<file path="config.mk">
export PLATFORM = sky130hd
export DESIGN_NAME = charger_state_control
export DESIGN_NICKNAME = d
export VERILOG_FILES = /design/src/hdl/charger_pkg.sv /design/src/hdl/charger_state_control.sv
export SDC_FILE = /design/constraint.sdc
export NUM_CORES = 1
export LEC_CHECK = 0
export ABC_AREA = 1
export BUFFER_PORTS_ARGS = -buffer_cell sky130_fd_sc_hd__buf_2
export CAP_MARGIN = 10
export CORE_MARGIN = 2
export CORE_UTILIZATION = 60
export CTS_CLUSTER_SIZE = 14
export DETAILED_ROUTE_END_ITERATION = 12
export PLACE_DENSITY = 0.81
export SLEW_MARGIN = 0
export SYNTH_ARGS = -nofsm -noshare
export SYNTH_HDL_FRONTEND = slang
export SYNTH_SLANG_ARGS = --single-unit
</file>
<file path="constraint.sdc">
create_clock -name clk_sys -period 13.6 [get_ports clk_sys]
set_input_delay 2.72 -clock clk_sys [delete_from_list [all_inputs] [get_ports clk_sys]]
set_output_delay 2.72 -clock clk_sys [all_outputs]
set_load 0.05 [all_outputs]
</file>
<file path="src/hdl/charger_pkg.sv">
// shared constants and types of the charger control block
package charger_pkg;
  // ==========================================================
  // register map: index, byte address is index times four
  localparam int ADDR_W = 6;
  localparam logic [3:0] IDX_INPUT_LIMIT = 4'h0;
  localparam logic [3:0] IDX_POWER_ON_CONFIG = 4'h1;
  localparam logic [3:0] IDX_FAST_CURRENT = 4'h2;
  localparam logic [3:0] IDX_PRE_TERM_CURRENT = 4'h3;
  localparam logic [3:0] IDX_CHARGE_VOLTAGE = 4'h4;
  localparam logic [3:0] IDX_TERM_CONTROL = 4'h5;
  localparam logic [3:0] IDX_COMPENSATION = 4'h6;
  localparam logic [3:0] IDX_MISC_CONTROL = 4'h7;
  localparam logic [3:0] IDX_SYSTEM_STATUS = 4'h8;
  localparam logic [3:0] IDX_FAULT = 4'h9;
  localparam int NUM_WR_REGS = 8;
  // ==========================================================
  // reset values and writable bits of the control registers
  localparam logic [7:0] REG_RST [0:7] = '{8'h32, 8'h1B, 8'h60, 8'h11, 8'hB2, 8'h80, 8'h00, 8'h00};
  localparam logic [7:0] REG_WMASK [0:7] = '{8'h7F, 8'h3F, 8'hFC, 8'hFF, 8'hFF, 8'h80, 8'hFC, 8'h20};
  // ==========================================================
  // field positions
  localparam int IIN_LSB = 0;
  localparam int VIN_LSB = 3;
  localparam int BOOST_LIM_BIT = 0;
  localparam int SYSMIN_LSB = 1;
  localparam int CHG_CFG_LSB = 4;
  localparam int FAST_LSB = 2;
  localparam int TERM_LSB = 0;
  localparam int PRE_LSB = 4;
  localparam int RECHG_SEL_BIT = 0;
  localparam int LOWBAT_SEL_BIT = 1;
  localparam int VREG_LSB = 2;
  localparam int TERM_EN_BIT = 7;
  localparam int CLAMP_LSB = 2;
  localparam int RCOMP_LSB = 5;
  localparam int SWITCH_OFF_BIT = 5;
  // ==========================================================
  // field codes
  localparam logic [1:0] CFG_CHARGE = 2'b01;
  localparam logic [1:0] CFG_BOOST = 2'b10;
  localparam logic [1:0] SRC_BOOST = 2'b11;
  localparam logic [1:0] SRC_NONE = 2'b00;
  localparam logic [1:0] PH_DISABLED = 2'b00;
  localparam logic [1:0] PH_PRE = 2'b01;
  localparam logic [1:0] PH_FAST = 2'b10;
  localparam logic [1:0] PH_DONE = 2'b11;
  localparam logic [1:0] RESP_OKAY = 2'b00;
  localparam logic [1:0] RESP_SLVERR = 2'b10;
  // ==========================================================
  // timing
  localparam int CLK_MHZ = 100;
  localparam int INT_PULSE_US = 256;
  localparam int INT_PULSE_CYC = INT_PULSE_US * CLK_MHZ;
  localparam int BOOST_DELAY_MS = 220;
  localparam int BOOST_DELAY_CYC = BOOST_DELAY_MS * 1000 * CLK_MHZ;
  localparam int BLINK_HZ = 1;
  localparam int BLINK_HALF_CYC = CLK_MHZ * 1000000 / (2 * BLINK_HZ);
  localparam int SECOND_CYC = CLK_MHZ * 1000000;
  localparam int SAFETY_HOURS = 8;
  localparam int SAFETY_SEC = SAFETY_HOURS * 3600;
  typedef enum logic [2:0] {CH_IDLE, CH_PRE, CH_FAST, CH_DONE, CH_SUSPEND} charge_state_e;
  typedef enum logic [1:0] {BO_OFF, BO_WAIT, BO_ON} boost_state_e;
endpackage

</file>
<file path="src/hdl/charger_state_control.sv">
// control logic of a single-cell charger with register slave
`timescale 1ns/1ns
module charger_state_control #(
  parameter int INT_PULSE = charger_pkg::INT_PULSE_CYC,
  parameter int BOOST_DELAY = charger_pkg::BOOST_DELAY_CYC,
  parameter int BLINK_HALF = charger_pkg::BLINK_HALF_CYC,
  parameter int SECOND = charger_pkg::SECOND_CYC,
  parameter int SAFETY_LIMIT = charger_pkg::SAFETY_SEC
) (
  // clock and reset
  input wire logic clk_sys,
  input wire logic reset,
  // axi4-lite write
  input wire logic [charger_pkg::ADDR_W-1:0] awaddr,
  input wire logic awvalid,
  output logic awready,
  input wire logic [31:0] wdata,
  input wire logic [3:0] wstrb,
  input wire logic wvalid,
  output logic wready,
  output logic [1:0] bresp,
  output logic bvalid,
  input wire logic bready,
  // axi4-lite read
  input wire logic [charger_pkg::ADDR_W-1:0] araddr,
  input wire logic arvalid,
  output logic arready,
  output logic [31:0] rdata,
  output logic [1:0] rresp,
  output logic rvalid,
  input wire logic rready,
  // pins and comparators, asynchronous
  input wire logic reversePowerPin,
  input wire logic chargeEnableN,
  input wire logic [1:0] batAboveLowBattery,
  input wire logic vbusBelowSleep,
  input wire logic batAbove2V,
  input wire logic batAbove3V,
  input wire logic [1:0] batBelowRecharge,
  input wire logic chargeBelowTerm,
  input wire logic inCurOverLimit,
  input wire logic inVoltUnderLimit,
  input wire logic sysBelowBat,
  input wire logic sysAtMinimum,
  input wire logic thermalReg,
  input wire logic converterRunning,
  input wire logic boostOverVolt,
  input wire logic boostOverCur,
  input wire logic [1:0] thermColdA,
  input wire logic [1:0] thermHotB,
  input wire logic [1:0] thermCutoff,
  // controls to the power stage
  output logic boostRun,
  output logic boostCurHigh,
  output logic chargeRun,
  output logic fixedLowCurrent,
  output logic [5:0] chargeCurCode,
  output logic reduceChargeCur,
  output logic batterySwitchOn,
  output logic [2:0] sysMinCode,
  output logic [2:0] inCurLimitCode,
  output logic [3:0] inVoltLimitCode,
  output logic [7:0] batRegTarget,
  // status pin, open drain, and interrupt
  output logic statusPinOut,
  output logic statusPinOe,
  output logic interruptOut
);
  import charger_pkg::*;

  initial begin
    if (INT_PULSE < 1 || BOOST_DELAY < 1 || BLINK_HALF < 1 || SECOND < 1 || SAFETY_LIMIT < 1) begin
      $error("timing parameters must be at least one");
    end
  end

  // ==========================================================
  // input synchroniser
  localparam int NCMP = 24;
  logic [NCMP-1:0] rawCmp;
  logic [NCMP-1:0] cmpMetaFf;
  logic [NCMP-1:0] cmpFf;
  assign rawCmp = {reversePowerPin, chargeEnableN, batAboveLowBattery, vbusBelowSleep, batAbove2V,
                   batAbove3V, batBelowRecharge, chargeBelowTerm, inCurOverLimit, inVoltUnderLimit,
                   sysBelowBat, sysAtMinimum, thermalReg, converterRunning, boostOverVolt,
                   boostOverCur, thermColdA, thermHotB, thermCutoff};
  always_ff @(posedge clk_sys or posedge reset) begin
    if (reset) begin
      cmpMetaFf <= '0;
      cmpFf <= '0;
    end else begin
      cmpMetaFf <= rawCmp;
      cmpFf <= cmpMetaFf;
    end
  end

  logic sOtg, sCeN, sVbusSleep, sAbove2, sAbove3, sBelowTerm, sCurOver, sVoltUnder;
  logic sSysBelow, sSysMin, sThermal, sConv, sBoostOv, sBoostOc;
  logic [1:0] sLowBat, sRechg, sCold, sHot, sCut;
  assign {sOtg, sCeN, sLowBat, sVbusSleep, sAbove2, sAbove3, sRechg, sBelowTerm, sCurOver,
          sVoltUnder, sSysBelow, sSysMin, sThermal, sConv, sBoostOv, sBoostOc, sCold, sHot,
          sCut} = cmpFf;

  // ==========================================================
  // control registers and bus
  logic [7:0] ctrlFf [0:NUM_WR_REGS-1];
  logic [ADDR_W-1:0] awAddrFf;
  logic [7:0] wByteFf;
  logic wLane0Ff;
  logic doWrite;
  logic [3:0] wIdx;
  logic [3:0] rIdx;
  logic [1:0] statusSrc;
  logic [1:0] phaseCode;
  logic dpmActive;
  logic boostFaultFf;
  logic [2:0] thermFaultFf;
  logic faultReadClr;
  logic [7:0] statusByte;
  logic [7:0] faultByte;
  logic [7:0] readByte;
  logic readMapped;

  assign doWrite = !awready && !wready && !bvalid;
  assign wIdx = awAddrFf[ADDR_W-1:2];
  assign rIdx = araddr[ADDR_W-1:2];
  assign faultReadClr = arvalid && arready && rIdx == IDX_FAULT;

  always_ff @(posedge clk_sys or posedge reset) begin
    if (reset) begin
      awready <= 1'b1;
      wready <= 1'b1;
      bvalid <= 1'b0;
      bresp <= RESP_OKAY;
      awAddrFf <= '0;
      wByteFf <= 8'h00;
      wLane0Ff <= 1'b0;
    end else begin
      if (awvalid && awready) begin
        awAddrFf <= awaddr;
        awready <= 1'b0;
      end
      if (wvalid && wready) begin
        wByteFf <= wdata[7:0];
        wLane0Ff <= wstrb[0];
        wready <= 1'b0;
      end
      if (doWrite) begin
        bvalid <= 1'b1;
        bresp <= (wIdx < 4'(NUM_WR_REGS)) ? RESP_OKAY : RESP_SLVERR;
      end
      if (bvalid && bready) begin
        bvalid <= 1'b0;
        awready <= 1'b1;
        wready <= 1'b1;
      end
    end
  end

  // default currents and voltage from reset values
  always_ff @(posedge clk_sys or posedge reset) begin
    if (reset) begin
      ctrlFf <= REG_RST;
    end else if (doWrite && wLane0Ff) begin
      for (int i = 0; i < NUM_WR_REGS; i++) begin
        if (wIdx == 4'(i)) begin
          ctrlFf[i] <= wByteFf & REG_WMASK[i];
        end
      end
    end
  end

  assign statusByte = {statusSrc, phaseCode, dpmActive, 2'b00, sSysMin};
  assign faultByte = {1'b0, boostFaultFf, 3'b000, thermFaultFf};

  always_comb begin
    readByte = 8'h00;
    readMapped = 1'b1;
    if (rIdx < 4'(NUM_WR_REGS)) begin
      readByte = ctrlFf[rIdx[2:0]];
    end else if (rIdx == IDX_SYSTEM_STATUS) begin
      readByte = statusByte;
    end else if (rIdx == IDX_FAULT) begin
      readByte = faultByte;
    end else begin
      readMapped = 1'b0;
    end
  end

  always_ff @(posedge clk_sys or posedge reset) begin
    if (reset) begin
      arready <= 1'b1;
      rvalid <= 1'b0;
      rdata <= 32'h0000_0000;
      rresp <= RESP_OKAY;
    end else begin
      if (arvalid && arready) begin
        arready <= 1'b0;
        rvalid <= 1'b1;
        rdata <= {24'h00_0000, readByte};
        rresp <= readMapped ? RESP_OKAY : RESP_SLVERR;
      end
      if (rvalid && rready) begin
        rvalid <= 1'b0;
        arready <= 1'b1;
      end
    end
  end

  // ==========================================================
  // field views
  logic [1:0] chgCfg;
  logic termEnable;
  logic switchForcedOff;
  logic lowBatOk;
  logic rechargeLow;
  assign chgCfg = ctrlFf[IDX_POWER_ON_CONFIG[2:0]][CHG_CFG_LSB +: 2];
  assign termEnable = ctrlFf[IDX_TERM_CONTROL[2:0]][TERM_EN_BIT];
  assign switchForcedOff = ctrlFf[IDX_MISC_CONTROL[2:0]][SWITCH_OFF_BIT];
  // threshold selection bits pick one of two comparators
  assign lowBatOk = sLowBat[ctrlFf[IDX_CHARGE_VOLTAGE[2:0]][LOWBAT_SEL_BIT]];
  assign rechargeLow = sRechg[ctrlFf[IDX_CHARGE_VOLTAGE[2:0]][RECHG_SEL_BIT]];

  // ==========================================================
  // boost mode
  boost_state_e boostStateFf;
  logic [31:0] boostCntFf;
  logic boostQualified;
  logic boostFaultEv;
  assign boostQualified = lowBatOk && sVbusSleep && sOtg && chgCfg == CFG_BOOST;
  assign boostFaultEv = boostStateFf == BO_ON && (sBoostOv || sBoostOc);

  always_ff @(posedge clk_sys or posedge reset) begin
    if (reset) begin
      boostStateFf <= BO_OFF;
      boostCntFf <= '0;
    end else begin
      case (boostStateFf)
        BO_OFF: begin
          boostCntFf <= '0;
          if (boostQualified) begin
            boostStateFf <= BO_WAIT;
          end
        end
        // hold off for the enable delay
        BO_WAIT: begin
          boostCntFf <= boostCntFf + 32'd1;
          if (!boostQualified) begin
            boostStateFf <= BO_OFF;
          end else if (boostCntFf >= 32'(BOOST_DELAY - 1)) begin
            boostStateFf <= BO_ON;
          end
        end
        BO_ON: begin
          if (!boostQualified || boostFaultEv) begin
            boostStateFf <= BO_OFF;
          end
        end
        default: boostStateFf <= BO_OFF;
      endcase
    end
  end

  assign statusSrc = (boostStateFf == BO_ON) ? SRC_BOOST : SRC_NONE;
  assign dpmActive = sCurOver || sVoltUnder;

  // ==========================================================
  // charge cycle
  charge_state_e chgStateFf;
  charge_state_e nxt_chgState;
  logic startOk;
  logic runOk;
  logic chargeAllowed;
  logic timerFaultFf;
  logic canStart;
  logic doneEv;
  logic thermFaultEv;
  logic [2:0] thermNow;

  assign startOk = !(|sCold) && !(|sHot);
  assign runOk = !(|sCold) && !(|sCut);
  assign chargeAllowed = chgCfg == CFG_CHARGE && !sCeN;
  assign canStart = sConv && chargeAllowed && startOk && !timerFaultFf && !switchForcedOff;
  // bit0 sensor a, bit1 sensor b, bit2 any sensor cold
  assign thermNow = {|sCold, sCold[1] | sHot[1] | sCut[1], sCold[0] | sHot[0] | sCut[0]};

  always_comb begin
    nxt_chgState = chgStateFf;
    case (chgStateFf)
      CH_IDLE: begin
        if (canStart) begin
          nxt_chgState = sAbove3 ? CH_FAST : CH_PRE;
        end
      end
      CH_PRE: begin
        if (sAbove3) begin
          nxt_chgState = CH_FAST;
        end
      end
      CH_FAST: begin
        if (termEnable && sBelowTerm && !rechargeLow && !dpmActive && !sThermal) begin
          nxt_chgState = CH_DONE;
        end
      end
      CH_DONE: begin
        if (rechargeLow && canStart) begin
          nxt_chgState = sAbove3 ? CH_FAST : CH_PRE;
        end
      end
      CH_SUSPEND: begin
        if (startOk) begin
          nxt_chgState = CH_IDLE;
        end
      end
      default: nxt_chgState = CH_IDLE;
    endcase
    if (chgStateFf == CH_PRE || chgStateFf == CH_FAST) begin
      if (!runOk) begin
        nxt_chgState = CH_SUSPEND;
      end
    end
    // boost and charging share the power stage, so charging waits until boost is fully off
    if (!chargeAllowed || !sConv || switchForcedOff || timerFaultFf || boostStateFf != BO_OFF) begin
      nxt_chgState = CH_IDLE;
    end
  end

  always_ff @(posedge clk_sys or posedge reset) begin
    if (reset) begin
      chgStateFf <= CH_IDLE;
    end else begin
      chgStateFf <= nxt_chgState;
    end
  end

  assign doneEv = chgStateFf == CH_FAST && nxt_chgState == CH_DONE;
  assign thermFaultEv = (chgStateFf == CH_PRE || chgStateFf == CH_FAST) && !runOk;

  always_comb begin
    case (chgStateFf)
      CH_PRE: phaseCode = PH_PRE;
      CH_FAST: phaseCode = PH_FAST;
      CH_DONE: phaseCode = PH_DONE;
      default: phaseCode = PH_DISABLED;
    endcase
  end

  // ==========================================================
  // safety timer, one-second ticks
  logic [31:0] secDivFf;
  logic [31:0] safetySecFf;
  logic halfPhaseFf;
  logic charging;
  assign charging = chgStateFf == CH_PRE || chgStateFf == CH_FAST;

  always_ff @(posedge clk_sys or posedge reset) begin
    if (reset) begin
      secDivFf <= '0;
      safetySecFf <= '0;
      halfPhaseFf <= 1'b0;
      timerFaultFf <= 1'b0;
    end else if (!chargeAllowed) begin
      // fault clears only when charging is disabled and re-enabled
      secDivFf <= '0;
      safetySecFf <= '0;
      timerFaultFf <= 1'b0;
    end else if (chgStateFf == CH_IDLE || chgStateFf == CH_DONE) begin
      secDivFf <= '0;
      safetySecFf <= '0;
    end else if (charging) begin
      if (secDivFf >= 32'(SECOND - 1)) begin
        secDivFf <= '0;
        halfPhaseFf <= !halfPhaseFf;
        // every other second counts while regulating
        if (!(dpmActive || sThermal) || halfPhaseFf) begin
          safetySecFf <= safetySecFf + 32'd1;
        end
      end else begin
        secDivFf <= secDivFf + 32'd1;
      end
      if (safetySecFf >= 32'(SAFETY_LIMIT)) begin
        timerFaultFf <= 1'b1;
      end
    end
  end

  // ==========================================================
  // fault register, cleared by a read, a new fault wins
  always_ff @(posedge clk_sys or posedge reset) begin
    if (reset) begin
      boostFaultFf <= 1'b0;
      thermFaultFf <= 3'b000;
    end else begin
      if (boostFaultEv) begin
        boostFaultFf <= 1'b1;
      end else if (faultReadClr) begin
        boostFaultFf <= 1'b0;
      end
      if (thermFaultEv) begin
        thermFaultFf <= thermNow;
      end else if (faultReadClr) begin
        thermFaultFf <= 3'b000;
      end
    end
  end

  // ==========================================================
  // interrupt pulse
  logic [31:0] intCntFf;
  always_ff @(posedge clk_sys or posedge reset) begin
    if (reset) begin
      intCntFf <= '0;
      interruptOut <= 1'b0;
    end else if (intCntFf == 32'd0) begin
      // one fixed pulse per event; events during a pulse merge
      if (doneEv || boostFaultEv || thermFaultEv) begin
        intCntFf <= 32'(INT_PULSE - 1);
        interruptOut <= 1'b1;
      end else begin
        interruptOut <= 1'b0;
      end
    end else begin
      intCntFf <= intCntFf - 32'd1;
      interruptOut <= 1'b1;
    end
  end

  // ==========================================================
  // status pin, open drain: enable pulls low
  logic [31:0] blinkCntFf;
  logic blinkFf;
  logic faultShown;
  assign faultShown = chgStateFf == CH_SUSPEND || timerFaultFf;
  always_ff @(posedge clk_sys or posedge reset) begin
    if (reset) begin
      blinkCntFf <= '0;
      blinkFf <= 1'b0;
      statusPinOe <= 1'b0;
      statusPinOut <= 1'b0;
    end else begin
      if (blinkCntFf >= 32'(BLINK_HALF - 1)) begin
        blinkCntFf <= '0;
        blinkFf <= !blinkFf;
      end else begin
        blinkCntFf <= blinkCntFf + 32'd1;
      end
      // low charging, blink on fault, else released high
      statusPinOe <= faultShown ? blinkFf : charging;
      statusPinOut <= 1'b0;
    end
  end

  // ==========================================================
  // power stage controls
  logic [5:0] preCode;
  logic [8:0] compProd;
  logic [2:0] compAdd;
  logic [2:0] clampCode;
  assign preCode = {2'b00, ctrlFf[IDX_PRE_TERM_CURRENT[2:0]][PRE_LSB +: 4]};
  assign clampCode = ctrlFf[IDX_COMPENSATION[2:0]][CLAMP_LSB +: 3];
  assign compProd = chargeCurCode * ctrlFf[IDX_COMPENSATION[2:0]][RCOMP_LSB +: 3];
  assign compAdd = (compProd < {6'd0, clampCode}) ? compProd[2:0] : clampCode;

  always_ff @(posedge clk_sys or posedge reset) begin
    if (reset) begin
      boostRun <= 1'b0;
      boostCurHigh <= 1'b0;
      chargeRun <= 1'b0;
      fixedLowCurrent <= 1'b0;
      chargeCurCode <= 6'd0;
      reduceChargeCur <= 1'b0;
      batterySwitchOn <= 1'b0;
      sysMinCode <= 3'd0;
      inCurLimitCode <= 3'd0;
      inVoltLimitCode <= 4'd0;
      batRegTarget <= 8'd0;
    end else begin
      boostRun <= boostStateFf == BO_ON;
      boostCurHigh <= ctrlFf[IDX_POWER_ON_CONFIG[2:0]][BOOST_LIM_BIT];
      chargeRun <= charging;
      // fixed low current below lower threshold
      fixedLowCurrent <= chgStateFf == CH_PRE && !sAbove2;
      chargeCurCode <= (chgStateFf == CH_FAST) ? ctrlFf[IDX_FAST_CURRENT[2:0]][FAST_LSB +: 6] : preCode;
      // reduce while either limit is breached
      reduceChargeCur <= dpmActive;
      batterySwitchOn <= !switchForcedOff && (charging || sSysBelow);
      sysMinCode <= ctrlFf[IDX_POWER_ON_CONFIG[2:0]][SYSMIN_LSB +: 3];
      inCurLimitCode <= ctrlFf[IDX_INPUT_LIMIT[2:0]][IIN_LSB +: 3];
      inVoltLimitCode <= ctrlFf[IDX_INPUT_LIMIT[2:0]][VIN_LSB +: 4];
      batRegTarget <= {2'b00, ctrlFf[IDX_CHARGE_VOLTAGE[2:0]][VREG_LSB +: 6]} + {5'd0, compAdd};
    end
  end
endmodule

</file>
After elaboration in Yosys (flattened, before gate mapping):

Index checks and enable logic that the tools add are counted.

* bits in writable memories: 0
* logic and storage cells: 256
* input bits: 79
* bits in read-only memories: 0
* register bits: 326
* memories: 0
* latch bits: 0

* order comparisons: 10
* reductions and logical operators: 91
* div/mod/pow operators: 0
* equal/unequal tests: 28
* bitwise logic cells: 6
* $add $sub $neg: 6
* shifts and indexed selects: 0
* mux-type cells: 68
* multiply operators: 1

Operator list (count)
* $mux 32: 12
* $add 32x1->32 const B: 4
* $pmux 32 s2: 1
* $mux 3: 11
* $ge 32x15->1 const B: 1
* $ge 32x25->1 const B: 1
* $ge 32x26->1 const B: 1
* $ge 32x27->1 const B: 1
* $logic_not 32->1: 1
* $mux 8: 4
* $sub 32x1->32 const B: 1
* $logic_and 1x1->1: 29
* $mux 1: 26
* $bmux 8 s3: 1
* $logic_not 1->1: 20
* $eq 4x3->1 const B: 4
* $mux 2: 8
* $reduce_and 2->1: 8
* $reduce_bool 2->1: 8
* $logic_or 1x1->1: 15
* $pmux 3 s5: 1
* $pmux 2 s3: 2
* $eq 3x2->1 const B: 3
* $lt 9x3->1: 1
* other kinds (27): 46

Longest topological paths before layout:

* depth after elaboration: 18
* gate-level depth with buffers: 19
* gate-level depth less buffers: 18

Least setup slack after synthesis:

OpenSTA, ideal clock, no wires.

* path type: register -> register
* start point: register chargeCurCode[0]
* end point: register batRegTarget[4]
* period minus slack after synthesis: 3.761 ns
* data arrival time: 3.636 ns
* path buffers: 0
* path slack: 9.839 ns
* cell stages (with the launch flop): 18
* library setup time: 0.125 ns
* cells stage by stage: dfrtp_1 -> nand2_1 -> fa_1 -> inv_1 -> ha_1 -> inv_1 -> fa_1 -> nor3b_1 -> nand3_1 -> a21oi_1 -> o21ai_0 -> nand2_1 -> o21ai_0 -> ha_1 -> fa_1 -> a21oi_1 -> nor2_1 -> xor2_1

* word-level cells in the longest chain between the ends: 4

Ends and longest elaborated chain
* from (decl): RTL line charger_state_control.sv:57 `output logic [5:0] chargeCurCode,`
* from (signal assigned): RTL line charger_state_control.sv:483 `chargeCurCode <= (chgStateFf == CH_FAST) ? ctrlFf[IDX_FAST_CURRENT[2:0]][FAST_LSB +: 6] : preCode;`
* $mul 6x3->9 (*): RTL line charger_state_control.sv:461 `assign compProd = chargeCurCode * ctrlFf[IDX_COMPENSATION[2:0]][RCOMP_LSB +: 3];`
* $lt 9x3->1: RTL line charger_state_control.sv:462 `assign compAdd = (compProd < {6'd0, clampCode}) ? compProd[2:0] : clampCode;`
* $mux 3 (*): RTL line charger_state_control.sv:462
* $add 6x3->7 (*): RTL line charger_state_control.sv:490 `batRegTarget <= {2'b00, ctrlFf[IDX_CHARGE_VOLTAGE[2:0]][VREG_LSB +: 6]} + {5'd0, compAdd};`
* to (signal assigned): RTL line charger_state_control.sv:490
* to (decl): RTL line charger_state_control.sv:63 `output logic [7:0] batRegTarget,`

Mark *: on every way between the ends. The rest lies on a longest branch, timed or not.
A chain may end at the register's enable or synchronous reset.

Worst setup path in the final report:

* start point: register wready
* end point: output port wready

RTL lines
* from (decl): RTL line charger_state_control.sv:20 `output logic wready,`
* from (signal assigned): RTL line charger_state_control.sv:132 `wready <= 1'b1;`
* from (signal assigned): RTL line charger_state_control.sv:146 `wready <= 1'b0;`
* from (signal assigned): RTL line charger_state_control.sv:155 `wready <= 1'b1;`

No word-level cell between the ends.

==> impl_metrics.toml <==
[global_route]
antenna_found_initial = 0
grt_pass1_wl_mm = 64.2
grt_use_total_pct = 27.7
overflow = 0
grt_max_degree = 201
grt_pass1_vias = 13200

[min_path]
whs_path_depth = 0
hold_end = "cmpFf[14]"
hold_path_startpoint = "cmpMetaFf[14]"
hold_class = "reg -> reg"

[setup_path]
crit_slowest_cell = "dfstp_2"
setup.worst_path.start_class = "flip-flop"
r2r_start = "ctrlFf[14]"
reg2reg_to = "batRegTarget[4]"
critical_path_class = "reg -> out"
cp_top_family = "flip-flops"
crit_fanout = 4
worst-path-buf-inv = 1
cp-end-kind = "output port"
path_cells = "buf_2"
critPathArrivalTime_ns = 1.36
r2r_slack_ns = 9.74
max_stage_delay_ns = 0.56
required_ns = 10.88
rr_worst_depth = 17

[clocking]
cts_buffers = 35
htree_num_levels = 2
cts_root_buffer = "clkbuf_16"
cts_setup_buffers = 0
worstSkewPairLatency_ns = 0.53
cts-resized-gates = 0
clk_pin_slew_ns = 0.06
cts.sinks = 322
clk_path_buf_depth = 3
postCtsHoldBufs = 0
cts_tree = "done"

[power_and_ir_drop]
max-vdd-ir-drop_mv = 0.145
p_sw_mw = 1.07
power.internal_mw = 1.95
p_clk_share_pct = 32.6
combPwrFrac_pct = 24.5
sw_frac_of_total_pct = 35.4
powerDensity_nw_per_um2 = 167
seqPwrFrac_pct = 42.8
p_leak_nw = 8.18

[routing]
routedWlPerCell_um = 16.1
routed_wl_mm = 39.0
ant_nets = 0
dr.pass1.iters = 5
drtIter0Drc = 1285
vias = 13600
drcViolationCount = 0
routed_via_density = 5.62

[sta]
hold_violations = 0
timing.fmax_mhz = 245
finalCritPeriodShare_pct = 30.0
fin_crit_ns = 4.08
fin_worst_skew_ns = 0.0174
max-slew-margin-rel_pct = 29.2
slew_viol_final = 0
setup_tns_ns = 0
rsz0062_at_grt = "no"
setup_violations = 0
worst_pin_slew_ns = 1.06

[final_layout]
area_delta_synth_final_pct = 11.3
layout-drive-gt1-share_pct = 11.3
nets = 2156
antenna_cells = 0
layout.cells.non_filler = 2418

[yosys]
synthesis.area_um2 = 16300
yosys_warnings = 0
yosys.area_share.xor_xnor_pct = 4.08
synth_common_cells = "nand2_1 (358), dfrtp_1 (303), inv_1 (247)"
synth-async-reset-ratio_pct = 100
synth-seq-cells = 322
ys.flop_type = "dfrtp_1"
synth_edf_count = 0
synth_top_family_by_area = "simple AND/OR/NAND/NOR gates"
yosys.area_share.simple_pct = 25.8
synth_compound_area_share_pct = 9.43
synth_cells = 1951
synthTopCellsByArea = "dfrtp_1 (46%), nand2_1 (8.2%), inv_1 (5.7%), nor2_1 (5.6%), xor2_1 (3.7%)"
yosysSeqAreaShare_pct = 49.5
synth_cell_type_count = 59
synth_mux_area_share_pct = 0.414
synth.most_common_cell = "nand2_1"
avgSynthCellArea_um2 = 8.36
synth.largest_area_cell = "dfrtp_1"
synth_adder_area_share_pct = 2.27
yosysTopAreaCellShare_pct = 46.5

[floorplan]
io_pins = 153
fp.dieArea_um2 = 28500
core_area_um2 = 26800
initial_core_util_pct = 60.9
std_cell_rows = 60
die_w_um = 169
die_height_um = 169

[outcome]
status = "complete, no violations"

[placement]
place_inst = 2355
dp_hpwl_mm = 27.5
io_buffers = 93
routabilityCongestion = 0.960

[flow_run]
maxCapViolCount = 0
## cell usage in the layout (no fill, tap or decap), types with 8 or more instances in the layout
cell       synthesis  layout
ha_1              20      20
xnor2_1            8       8
inv_2              8       8
nand3_1          102     102
clkbuf_8           0      10
xor2_1            68      68
nor3_1            85      85
nor3b_1            9       9
clkbuf_16          0      36
nand2_1          358     358
nand4_1           51      51
conb_1             1      34
a31oi_1            8       8
nor2_1           243     243
nor2_2             8       8
o22ai_1           15      15
a21oi_1           70      70
nor4_1            21      21
o21ai_1           25      25
inv_1            247     246
o21ai_0          116     116
dfrtp_1          303     303
buf_2              6      93
dfstp_2           19      19
## stage by stage
step / setup slack (ns) / total power [mW] / hold slack [ns] / instance area, um^2 / utilization [%]
finish: 9.52 / 3.03 / 0.347 / 18200 / 67.8
global route: 9.34 / 3.17 / 0.356 / 18200 / 67.8
CTS: 9.51 / 3.03 / 0.350 / 18200 / 67.8
detailed placement: 9.09 / 2.04 / 0.335 / 17000 / 63.3
global placement: 9.13 / 2.01 / 0.332 / 17000 / 63.3
floorplan: 2.00 / 1.85 / 0.331 / 16400 / -
## power groups by stage
stage	logic (mW)	clock network [mW]	registers, mW
finish	0.742	0.988	1.30
CTS	0.743	0.997	1.29
global placement	0.709	0	1.30
global route	0.822	1.03	1.32
detailed placement	0.735	0	1.31
floorplan	0.422	0	1.42
## state kept, by name (all words and copies together), names as in the netlist, 24 cells and up
| signal | count |
|---|---|
| blinkCntFf | 32 |
| cmpFf | 24 |
| safetySecFf | 32 |
| intCntFf | 32 |
| ctrlFf | 38 |
| boostCntFf | 32 |
| secDivFf | 32 |
| cmpMetaFf | 24 |
## worst register-to-register path: stages (launching register included)
cell and delay, ns:
dfrtp_1 0.49, nand2_1 0.12, fa_1 0.45, inv_1 0.07
ha_1 0.16, inv_1 0.05, fa_1 0.47, nor3b_1 0.21
nand3_1 0.10, a21oi_1 0.13, o21ai_0 0.23, nand2_1 0.12
o21ai_0 0.10, ha_1 0.25, fa_1 0.41, a21oi_1 0.20
nor2_1 0.07, xor2_1 0.13
## cell families after synthesis
| group | count (synthesis) |
|---|---|
| other | 1 |
| AND/OR/NAND/NOR | 922 |
| XOR/XNOR | 76 |
| flip-flops | 322 |
| buffers and inverters | 323 |
| AO/OA/AOI/OAI | 275 |
| adder cells (fa/ha/maj) | 26 |
| multiplexers | 6 |
## final cells by class
type	instances	area (um^2)
fill	2141	8640
inverter	258	981
clock buffer	52	1060
clock inverter	11	148
multi-input combinational	1339	6970
tap	341	427
timing repair buffer	95	493
sequential	322	8080
## metal layers
metal | global-route usage (%) | up-vias | routed length, um
met4 | 9.93 | 0 | 1160
met5 | 0 | - | 0
li1 | - | 6505 | -
met1 | 37.3 | 6495 | 16900
met3 | 3.48 | 88 | 2240
met2 | 46.5 | 491 | 18700
## how the worst max path moves through the flow
stage | start | to | slack, ns | cells past startpoint
final | wready | wready | 9.52 | 1
after global routing | reset | boostCntFf[21] | 9.34 | 3
after CTS | wready | wready | 9.51 | 1
after detailed placement | reset | boostCntFf[13] | 9.09 | 3
after global placement | reset | batRegTarget[0] | 9.13 | 3
after floorplan | reset | awAddrFf[2] | 2.00 | 1
Power figures use the tool's default switching activity.
